===== src/etmh_regs.svh =====
// register addresses, reset values and divider constants of the timer
`ifndef ETMH_REGS_SVH
`define ETMH_REGS_SVH

// ==========================================================================
// register addresses
`define ETMH_MODE_ADDR      16'hFF69
`define ETMH_PERIOD_ADDR    16'hFF6A
`define ETMH_DUTY_ADDR      16'hFF6B

// ==========================================================================
// reset values
`define ETMH_MODE_RESET     8'h00
`define ETMH_COMPARE_RESET  8'h00
`define ETMH_COUNT_RESET    8'h00
`define ETMH_READ_IDLE      8'h00

// ==========================================================================
// prescaler: width and tap masks for peripheral clock divided by 1,2,4,64,1024
`define ETMH_PRE_W          10
`define ETMH_MASK_DIV1      10'h000
`define ETMH_MASK_DIV2      10'h001
`define ETMH_MASK_DIV4      10'h003
`define ETMH_MASK_DIV64     10'h03F
`define ETMH_MASK_DIV1024   10'h3FF

`endif


===== src/etmh_pkg.sv =====
// types shared by the timer and its prescaler
package etmh_pkg;

  // ==========================================================================
  // mode register layout
  typedef struct packed {
    logic       count_enable_bit;
    logic [2:0] clock_select_field;
    logic [1:0] operating_mode_field;
    logic       output_default_level;
    logic       output_enable_bit;
  } etmh_mode_type;

  // ==========================================================================
  // operating modes
  typedef enum logic [1:0] {
    ETMH_MODE_INTERVAL = 2'h0,
    ETMH_MODE_CARRIER  = 2'h1,
    ETMH_MODE_PWM      = 2'h2,
    ETMH_MODE_BAD      = 2'h3
  } etmh_opmode_type;

  // ==========================================================================
  // count clock sources
  typedef enum logic [2:0] {
    ETMH_CLK_DIV1      = 3'h0,
    ETMH_CLK_DIV2      = 3'h1,
    ETMH_CLK_DIV4      = 3'h2,
    ETMH_CLK_DIV64     = 3'h3,
    ETMH_CLK_DIV1024   = 3'h4,
    ETMH_CLK_COMPANION = 3'h5,
    ETMH_CLK_BAD6      = 3'h6,
    ETMH_CLK_BAD7      = 3'h7
  } etmh_clksel_type;

endpackage


===== src/etmh_timer.sv =====
// 8-bit compare timer with period and buffered duty compare registers
// ==========================================================================
`timescale 1ns/100ps
`include "etmh_regs.svh"

module etmh_timer
  import etmh_pkg::*;
#(
  parameter bit CARRIER_EN = 1'b0,
  parameter int PRE_W      = `ETMH_PRE_W
) (
  input  wire logic        REF_CLK,
  input  wire logic        RST_N,
  input  wire logic [15:0] REG_ADDR,
  input  wire logic [7:0]  REG_WDATA,
  input  wire logic        REG_WR,
  input  wire logic        REG_RD,
  output logic      [7:0]  REG_RDATA,
  input  wire logic        COMPANION_EVENT_COUNTER,
  output logic             TIMER_OUTPUT_PIN_O,
  output logic             TIMER_OUTPUT_PIN_OE,
  output logic             TIMER_MATCH_INTERRUPT
);

  // ==========================================================================
  // state
  etmh_mode_type   timer_h_mode_control;
  etmh_mode_type   next_timer_h_mode_control;
  logic [7:0]      period_compare;
  logic [7:0]      next_period_compare;
  logic [7:0]      duty_compare;
  logic [7:0]      next_duty_compare;
  logic [7:0]      duty_active;
  logic [7:0]      next_duty_active;
  logic [7:0]      count;
  logic [7:0]      next_count;
  logic            out_level;
  logic            next_out_level;
  logic            irq;
  logic            next_irq;
  logic [7:0]      rdata;
  logic [7:0]      next_rdata;

  // ==========================================================================
  // decode
  logic            tick;
  logic            run;
  etmh_opmode_type op;
  logic            pwm_mode;
  logic            carrier_mode;
  logic            period_match;
  logic            duty_hit;
  logic            duty_match;
  logic            wr_mode;
  logic            wr_period;
  logic            wr_duty;

  function automatic logic addr_hit(input logic [15:0] addr, input logic [15:0] target);
    addr_hit = (addr == target);
  endfunction

  // ==========================================================================
  // count clock
  etmh_prescaler #(
    .PRE_W (PRE_W)
  ) u_prescaler (
    .clk       (REF_CLK),
    .rst_n     (RST_N),
    .sel       (etmh_clksel_type'(timer_h_mode_control.clock_select_field)),
    .companion (COMPANION_EVENT_COUNTER),
    .tick      (tick)
  );

  always_comb begin
    run          = timer_h_mode_control.count_enable_bit;
    op           = etmh_opmode_type'(timer_h_mode_control.operating_mode_field);
    // prohibited codes fall back to interval behaviour
    pwm_mode     = (op == ETMH_MODE_PWM);
    carrier_mode = CARRIER_EN && (op == ETMH_MODE_CARRIER);
    wr_mode      = REG_WR && addr_hit(REG_ADDR, `ETMH_MODE_ADDR);
    wr_period    = REG_WR && addr_hit(REG_ADDR, `ETMH_PERIOD_ADDR);
    wr_duty      = REG_WR && addr_hit(REG_ADDR, `ETMH_DUTY_ADDR);
    period_match = run && tick && (count == period_compare);
    duty_hit     = run && tick && (count == duty_active);
    // interval mode never sees the duty comparator
    duty_match   = duty_hit && (pwm_mode || carrier_mode);
  end

  // ==========================================================================
  // registers written by software
  always_comb begin
    next_timer_h_mode_control = timer_h_mode_control;
    next_period_compare       = period_compare;
    next_duty_compare         = duty_compare;
    next_duty_active          = duty_active;
    if (wr_mode) begin
      // other bits are trusted to stay put while running
      next_timer_h_mode_control = etmh_mode_type'(REG_WDATA);
    end
    if (wr_period && !run) begin
      // a running period register cannot be rewritten; write is dropped
      next_period_compare = REG_WDATA;
    end
    if (wr_duty) begin
      next_duty_compare = REG_WDATA;
    end
    if (!run && wr_duty) begin
      // stopped: a write takes effect at once, ready for the restart
      next_duty_active = REG_WDATA;
    end else if (duty_hit && !wr_duty) begin
      next_duty_active = duty_compare;
    end
    // duty_hit with wr_duty leaves duty_active as it is
  end

  always_ff @(posedge REF_CLK) begin
    if (!RST_N) begin
      timer_h_mode_control <= etmh_mode_type'(`ETMH_MODE_RESET);
      period_compare       <= `ETMH_COMPARE_RESET;
      duty_compare         <= `ETMH_COMPARE_RESET;
      duty_active          <= `ETMH_COMPARE_RESET;
    end else begin
      timer_h_mode_control <= next_timer_h_mode_control;
      period_compare       <= next_period_compare;
      duty_compare         <= next_duty_compare;
      duty_active          <= next_duty_active;
    end
  end

  // ==========================================================================
  // counter
  always_comb begin
    next_count = count;
    if (!run) begin
      next_count = `ETMH_COUNT_RESET;
    end else if (tick) begin
      if (period_match || (duty_match && carrier_mode)) begin
        next_count = `ETMH_COUNT_RESET;
      end else begin
        next_count = count + 8'h01;
      end
    end
  end

  always_ff @(posedge REF_CLK) begin
    if (!RST_N) begin
      count <= `ETMH_COUNT_RESET;
    end else begin
      count <= next_count;
    end
  end

  // ==========================================================================
  // output flip-flop and interrupt
  always_comb begin
    next_out_level = out_level;
    if (!run) begin
      next_out_level = timer_h_mode_control.output_default_level;
    end else begin
      // duty and period equal in PWM: two toggles cancel
      next_out_level = out_level ^ period_match ^ (duty_match && pwm_mode);
    end
    next_irq = period_match || (duty_match && carrier_mode);
  end

  always_ff @(posedge REF_CLK) begin
    if (!RST_N) begin
      out_level <= 1'b0;
      irq       <= 1'b0;
    end else begin
      out_level <= next_out_level;
      irq       <= next_irq;
    end
  end

  assign TIMER_OUTPUT_PIN_O    = out_level;
  assign TIMER_OUTPUT_PIN_OE   = timer_h_mode_control.output_enable_bit;
  assign TIMER_MATCH_INTERRUPT = irq;

  // ==========================================================================
  // read port: duty reads the buffered value, not the active one
  always_comb begin
    next_rdata = rdata;
    if (REG_RD) begin
      if (addr_hit(REG_ADDR, `ETMH_MODE_ADDR)) begin
        next_rdata = timer_h_mode_control;
      end else if (addr_hit(REG_ADDR, `ETMH_PERIOD_ADDR)) begin
        next_rdata = period_compare;
      end else if (addr_hit(REG_ADDR, `ETMH_DUTY_ADDR)) begin
        next_rdata = duty_compare;
      end else begin
        next_rdata = `ETMH_READ_IDLE;
      end
    end
  end

  always_ff @(posedge REF_CLK) begin
    if (!RST_N) begin
      rdata <= `ETMH_READ_IDLE;
    end else begin
      rdata <= next_rdata;
    end
  end

  assign REG_RDATA = rdata;

endmodule


===== src/etmh_prescaler.sv =====
// count clock prescaler: free divider taps plus companion timer edge
`timescale 1ns/100ps
`include "etmh_regs.svh"

module etmh_prescaler
  import etmh_pkg::*;
#(
  parameter int PRE_W = `ETMH_PRE_W
) (
  input  wire logic            clk,
  input  wire logic            rst_n,
  input  wire etmh_clksel_type sel,
  input  wire logic            companion,
  output logic                 tick
);

  logic [PRE_W-1:0] div;
  logic [PRE_W-1:0] next_div;
  logic             comp_meta;
  logic             comp_sync;
  logic             comp_last;
  logic [PRE_W-1:0] mask;
  logic             valid_sel;

  // ==========================================================================
  // tap selection
  function automatic logic [PRE_W-1:0] tap_mask(input etmh_clksel_type s);
    unique case (s)
      ETMH_CLK_DIV1:    tap_mask = PRE_W'(`ETMH_MASK_DIV1);
      ETMH_CLK_DIV2:    tap_mask = PRE_W'(`ETMH_MASK_DIV2);
      ETMH_CLK_DIV4:    tap_mask = PRE_W'(`ETMH_MASK_DIV4);
      ETMH_CLK_DIV64:   tap_mask = PRE_W'(`ETMH_MASK_DIV64);
      ETMH_CLK_DIV1024: tap_mask = PRE_W'(`ETMH_MASK_DIV1024);
      default:          tap_mask = '0;
    endcase
  endfunction

  // ==========================================================================
  // free running divider
  always_comb begin
    next_div = div + PRE_W'(1);
  end

  always_ff @(posedge clk) begin
    if (!rst_n) begin
      div       <= '0;
      comp_meta <= 1'b0;
      comp_sync <= 1'b0;
      comp_last <= 1'b0;
    end else begin
      div       <= next_div;
      comp_meta <= companion;
      comp_sync <= comp_meta;
      comp_last <= comp_sync;
    end
  end

  // ==========================================================================
  // tick: one cycle per count clock edge; prohibited codes never tick
  always_comb begin
    mask      = tap_mask(sel);
    valid_sel = (sel <= ETMH_CLK_DIV1024);
    if (sel == ETMH_CLK_COMPANION) begin
      tick = comp_sync & ~comp_last;
    end else begin
      tick = valid_sel & ((div & mask) == mask);
    end
  end

endmodule


===== config.mk =====
export PLATFORM = sky130hd
export DESIGN_NAME = etmh_timer
export DESIGN_NICKNAME = d
export VERILOG_FILES = /design/src/etmh_pkg.sv /design/src/etmh_timer.sv /design/src/etmh_prescaler.sv
export VERILOG_INCLUDE_DIRS = /design/src /design/src/src
export SDC_FILE = /design/constraint.sdc
export NUM_CORES = 1
export LEC_CHECK = 0
export BUFFER_PORTS_ARGS = -buffer_cell sky130_fd_sc_hd__buf_2
export CORE_ASPECT_RATIO = 1.5
export CORE_MARGIN = 2
export CORE_UTILIZATION = 23
export DETAILED_ROUTE_END_ITERATION = 10
export PLACE_DENSITY_LB_ADDON = 0.08
export SETUP_SLACK_MARGIN = 0.4
export SKIP_LAST_GASP = 1
export SLEW_MARGIN = 30
export SYNTH_ARGS = -nofsm -noshare
export SYNTH_HDL_FRONTEND = slang
export SYNTH_SLANG_ARGS = --single-unit

===== constraint.sdc =====
create_clock -name REF_CLK -period 3.6 [get_ports REF_CLK]
set_input_delay 0.54 -clock REF_CLK [delete_from_list [all_inputs] [get_ports REF_CLK]]
set_output_delay 0.54 -clock REF_CLK [all_outputs]
set_load 0.02 [all_outputs]

==> flow_summary.toml, run 1 <==
[sta]
setup_violations = 0
rsz0062_at_grt = "no"
clock.fmax_ghz = 0.4426
worst_pin_slew_ns = 0.6694
min_period_ns = 2.259
drv_slew = 0
post-route-period-util = 0.6276
maxSlewHeadroom = 0.5528
hold_viol = 0
skew_ns = 0.004205
fin_tns_setup_ns = 0

[cells_and_area]
area_delta_synth_final_pct = 21.13
stdcell_count = 520
antenna_cells = 0
nNetsFinal = 388
final_layout_size_suffix_gt1_frac = 0.2216
nFillCells = 1405

[grt]
grt_max_degree = 39
grt-ovfl-total = 0
grt_usage = 0.1229
grt_pass1_wl_um = 13470
antenna_found_initial = 0
first_global_vias = 2405

[floorplan]
ioPinCount = 40
die_area_sq_um = 14190
fp-row-count = 51
initial_core_util = 0.2350
chipWidth_um = 97.94
coreArea_sq_um = 12950
fp.dieH_um = 144.9

[synth]
synthArstFlopShare = 0
synth_area_sq_um = 3044
synth.distinct_cells = 45
synth_area_leader_cell = "dfxtp_1"
syn_nets = 352
ys.warnings.count = 0
synth_edf_count = 0
ys_seq_area_frac = 0.4143
ys_ff_latch = 63
avgSynthCellArea_sq_um = 9.483
netlist_instances = 321
synth.area.top_cells = "dfxtp_1 41%, mux2i_1 6.6%, xor2_1 4.9%"
synthFlopType = "dfxtp_1"
synth.top_cell.area_share = 0.4143
synth_commonest_cells = "63 x dfxtp_1, 26 x nand2_1, 20 x mux2i_1"
yosysMostFrequentCell = "dfxtp_1"

[cts]
postCtsHoldBufs = 0
clock_latency_ns = 0.33
cts_buffer_depth = 2
cts-resized-gates = 0
post_cts_buffers = 0
cts_buffers = 9
cts_root_buf = "clkbuf_16"
htree_num_levels = 3
cts_sinks = 63
cts_tree = "built"
clk_pin_slew_ns = 0.05

[pwr]
leakage_nw = 1.531
p_int_mw = 1.296
peakVddDrop_v = 0.0002044
p_sw_frac = 0.2133
power.density_nw_per_um2 = 446.7
combPwrFrac = 0.038
clockPowerShare = 0.533
p_sw_mw = 0.3514
seqPwrFrac = 0.428

[routing]
dr.first_iter.drc_count = 78
via_per_inst = 4.525
wl_met2_um = 4374
drcViolationCount = 0
dr.pass1.iters = 5
wl_met3_um = 222
vias = 2353
top_layer_used = "met4"
wl_met1_um = 3576
wl_per_cell_um = 15.96
totalWireLength_um = 8297
detail-route-antenna-nets = 0

[hold_path]
hold_path_class = "in -> reg"
hold-path-cell-count = 2

[setup_path]
reg2regPathDepth = 6
crit_path_end_kind = "flip-flop"
path_max_fanout = 13
crit_type = "in -> reg"
start_kind = "input pin"
arrival_ns = 2.52
cp.required_ns = 3.86

[placement]
dp_cells = 505
numPortBuffers = 39
place.gp.congestion = 0.7164
dp_hpwl_um = 6088

[job]
cap_violations = 0

[outcome]
outcome = "finished, final reports clean"
==> sequential cells by signal (all words and copies together) (netlist names), 2 cells and up <==
signal and flops:
u_prescaler.div 10, REG_RDATA 8, count 8, duty_active 8, duty_compare 8, period_compare 8
timer_h_mode_control 4, op 2
==> worst paths after layout <==
kind | start | end | slack, ns
setup / recovery | REG_ADDR[7] | duty_active[5] | 1.34
hold / removal | COMPANION_EVENT_COUNTER | u_prescaler.comp_meta | 0.41
setup reg to reg | count[0] | TIMER_OUTPUT_PIN_O | 1.40
hold reg to reg | u_prescaler.comp_meta | u_prescaler.comp_sync | 0.43
==> routing by layer <==
| metal | vias to the layer above | track usage |
|---|---|---|
| met4 | 0 | 0.04792 |
| met3 | 8 | 0.03227 |
| met5 | - | 0 |
| met2 | 25 | 0.2164 |
| met1 | 1127 | 0.1397 |
| li1 | 1193 | - |
==> layout make-up <==
type	count	area, sq um	share of cell area
clock inverters	4	45.04	0.01222
well taps	159	198.9	0.05395
inverters	8	30.03	0.008144
multi-input cells	234	1689	0.4581
flip-flops and latches	63	1261	0.3420
repair buffers	41	210.2	0.05701
clock buffers	11	252.7	0.06854
==> logic make-up after synthesis <==
logic type	count (synthesis)	share of synthesized area
flops	63	0.4143
mux	28	0.09536
simple gates	115	0.2244
xor+xnor	29	0.08343
buf+inv	24	0.03082
fa+ha+maj	2	0.008219
compound gates	60	0.1434
==> cell usage in the layout (no fill, tap or decap), drive strengths merged, types with 3 or more instances in the layout <==
cell / n
nor2b: 19
xnor2: 12
a21oi: 12
o221ai: 4
a22o: 8
nor4: 5
nand4: 9
inv: 8
o211ai: 3
nand3: 13
nand2: 26
dfxtp: 63
mux2i: 20
clkinv: 3
nand2b: 9
and2: 11
xor2: 17
nor2: 10
mux2: 8
clkbuf: 11
o21ai: 9
a21boi: 18
buf: 41
==> stage by stage <==
| step | utilization | setup WS, ns | hold slack (ns) | instance area (sq um) | power, mW |
|---|---|---|---|---|---|
| detailed placement | 0.2617 | 0.9714 | 0.4216 | 3390 | 0.7846 |
| CTS | 0.2847 | 1.322 | 0.3969 | 3687 | 1.680 |
| floorplan | - | 1.561 | 0.4119 | 3044 | 0.7538 |
| global route | 0.2847 | 1.187 | 0.4171 | 3687 | 1.708 |
| global placement | 0.2617 | 1.037 | 0.4138 | 3390 | 0.7841 |
| finish | 0.2847 | 1.341 | 0.4116 | 3687 | 1.647 |
==> power by group through the flow <==
stage / registers, mW / clock network (mW) / logic (mW)
2_1_floorplan: 0.720 / 0 / 0.0343
3_3_place_gp: 0.720 / 0 / 0.0637
3_5_place_dp: 0.721 / 0 / 0.0640
4_1_cts: 0.705 / 0.910 / 0.0643
5_1_grt: 0.706 / 0.933 / 0.0697
6_report: 0.706 / 0.879 / 0.0630
==> critical path, cell delays in order <==
cell,delay [ns]
buf_2,0.09
nand4bb_1,0.19
nor4_2,0.25
buf_4,0.23
and4_1,0.43
nand2_1,0.33
and2_1,0.31
a21oi_1,0.14
Power figures use the tool's default switching activity.
==> run 2: changes to the inputs <==
==> constraint.sdc (replaced) <==
create_clock -name REF_CLK -period 2.1 [get_ports REF_CLK]
set_input_delay 0.315 -clock REF_CLK [delete_from_list [all_inputs] [get_ports REF_CLK]]
set_output_delay 0.315 -clock REF_CLK [all_outputs]
set_load 0.02 [all_outputs]
==> run 2 against run 1 <==
Effect of this change: flip-flop and latch count unchanged; power up 96%; routed wire length up 5.2%; final cell count up 3.8%; via count up 3.6%; global-route usage up 0.51 points; sequential share of layout area down 2.2 points; clock skew up 0.00054 ns; largest cell class unchanged; largest power group unchanged.
==> flow_summary.toml, run 2 (synthesis gave the netlist of run 1 again) <==
[cells_and_area]
area_delta_synth_final_pct = 33.54
final_common_cell = "dfxtp_1"
top_register = "u_prescaler.div"
fin_area_sq_um = 4065
antenna_cells = 0
nNetsFinal = 407
final_layout_size_suffix_gt1_frac = 0.3386
final_cell_mix = "43 x dfxtp_1, 39 x buf_2, 24 x nand2_1"
post-route-util = 0.3138
largest_reg_flops = 10

[floorplan]
die_area_sq_um = 14190
fp-row-count = 51
coreArea_sq_um = 12950
chipWidth_um = 97.94
ioPinCount = 40
fp.dieH_um = 144.9
initial_core_util = 0.2350

[pwr]
leakage_nw = 1.709
power.density_nw_per_um2 = 794.9
peakVddDrop_v = 0.0003647

[sta]
skew_ns = 0.004745
clock.fmax_ghz = 0.5767
rsz0062_at_grt = "yes"
hold_viol = 0
min_period_ns = 1.734
maxSlewHeadroom = 0.7581
fin_tns_setup_ns = 0
worst_pin_slew_ns = 0.3622
setup_violations = 0
drv_slew = 0
post-route-period-util = 0.8257

[cts]
cts_buffers = 9
cts_sinks = 63
cts_root_buf = "clkbuf_16"
clk_pin_slew_ns = 0.06
cts_tree = "built"
clock_latency_ns = 0.33
htree_num_levels = 3
cts_buffer_depth = 2
postCtsHoldBufs = 0

[placement]
dpl_cell_area_sq_um = 3505
numPortBuffers = 39
place.gp.congestion = 0.7045
dp_hpwl_um = 6546

[routing]
drcViolationCount = 0
detail-route-antenna-nets = 0
wl_per_cell_um = 16.17
totalWireLength_um = 8732
via_per_inst = 4.513
dr.pass1.iters = 6
dr.first_iter.drc_count = 89
vias = 2437

[setup_path]
reg2reg_to = "TIMER_OUTPUT_PIN_O"
arrival_ns = 1.99
path_max_fanout = 3
ff2ff_setup_slack_ns = 0.37
timing.rr.start = "count[1]"
crit_path_end_kind = "flip-flop"
reg2regPathDepth = 7
endpoint = "TIMER_OUTPUT_PIN_O"
crit_start = "count[1]"
crit_type = "reg -> reg"
start_kind = "flip-flop"
cp.required_ns = 2.36

[grt]
antenna_found_initial = 0
grt_pass1_wl_um = 14140
grt_max_degree = 41
first_global_vias = 2613
grt_usage = 0.1279
grt-ovfl-total = 0

[hold_path]
hold_path_class = "in -> reg"

[job]
cap_violations = 0

[outcome]
outcome = "finished, final reports clean"
## run 2: power by group
group          internal (mW)  switching (mW)  leakage (nW)
logic                 0.0589          0.0674          1.01
clock network           1.34           0.557         0.182
registers               1.20         0.00647         0.520
total                   2.60           0.631          1.71
## run 2: routing by layer
layer	vias to the layer above	global-route usage	share of wire	wire (um)
met4	0	0.04583	0.013	112
met2	23	0.2318	0.55	4816
met5	-	0	0	0
met3	5	0.02553	0.028	245
li1	1238	-	-	-
met1	1171	0.1465	0.41	3558
## run 2: critical path: stages, from the launching register on
cell and delay (ns):
dfxtp_2 0.34, xnor2_1 0.14, nand4_1 0.22, nor4_4 0.30
buf_4 0.15, xor2_1 0.07, or3_4 0.32, a31oi_1 0.12
## run 2: final cells by class
type / count / area, sq um
clock buffers: 11 / 252.7
flip-flops and latches: 63 / 1301
inverters: 8 / 30.03
repair buffers: 59 / 349.1
clock inverters: 5 / 127.6
well taps: 159 / 198.9
fillers: 1404 / 8889
multi-input cells: 235 / 1805
## run 2: timing repair
action	4_1_cts	5_1_grt
resized for setup	30	9
setup buffers	2	3
pin swaps	8	5
setup endpoints to repair	14	16
gates cloned	0	1
## run 2: worst min-delay path by stage
stage                     depth (start not counted)               endpoint               startpoint
after floorplan                                   1  u_prescaler.comp_sync    u_prescaler.comp_meta
after global placement                            1  u_prescaler.comp_sync    u_prescaler.comp_meta
after detailed placement                          1  u_prescaler.comp_sync    u_prescaler.comp_meta
after CTS                                         2  u_prescaler.comp_meta  COMPANION_EVENT_COUNTER
after global routing                              2  u_prescaler.comp_meta  COMPANION_EVENT_COUNTER
final                                             2  u_prescaler.comp_meta  COMPANION_EVENT_COUNTER
## run 2: per-stage QoR
stage                     hold WS [ns]  total power [mW]  std cells  worst slack [ns]
after detailed placement        0.4204             1.353        518           0.08642
after floorplan                 0.4119             1.294        321            0.4135
after CTS                       0.1810             3.282        536            0.3070
final                           0.1920             3.232        540            0.3659
after global placement          0.4173             1.353        518           0.07657
after global routing            0.2118             3.348        540            0.2731
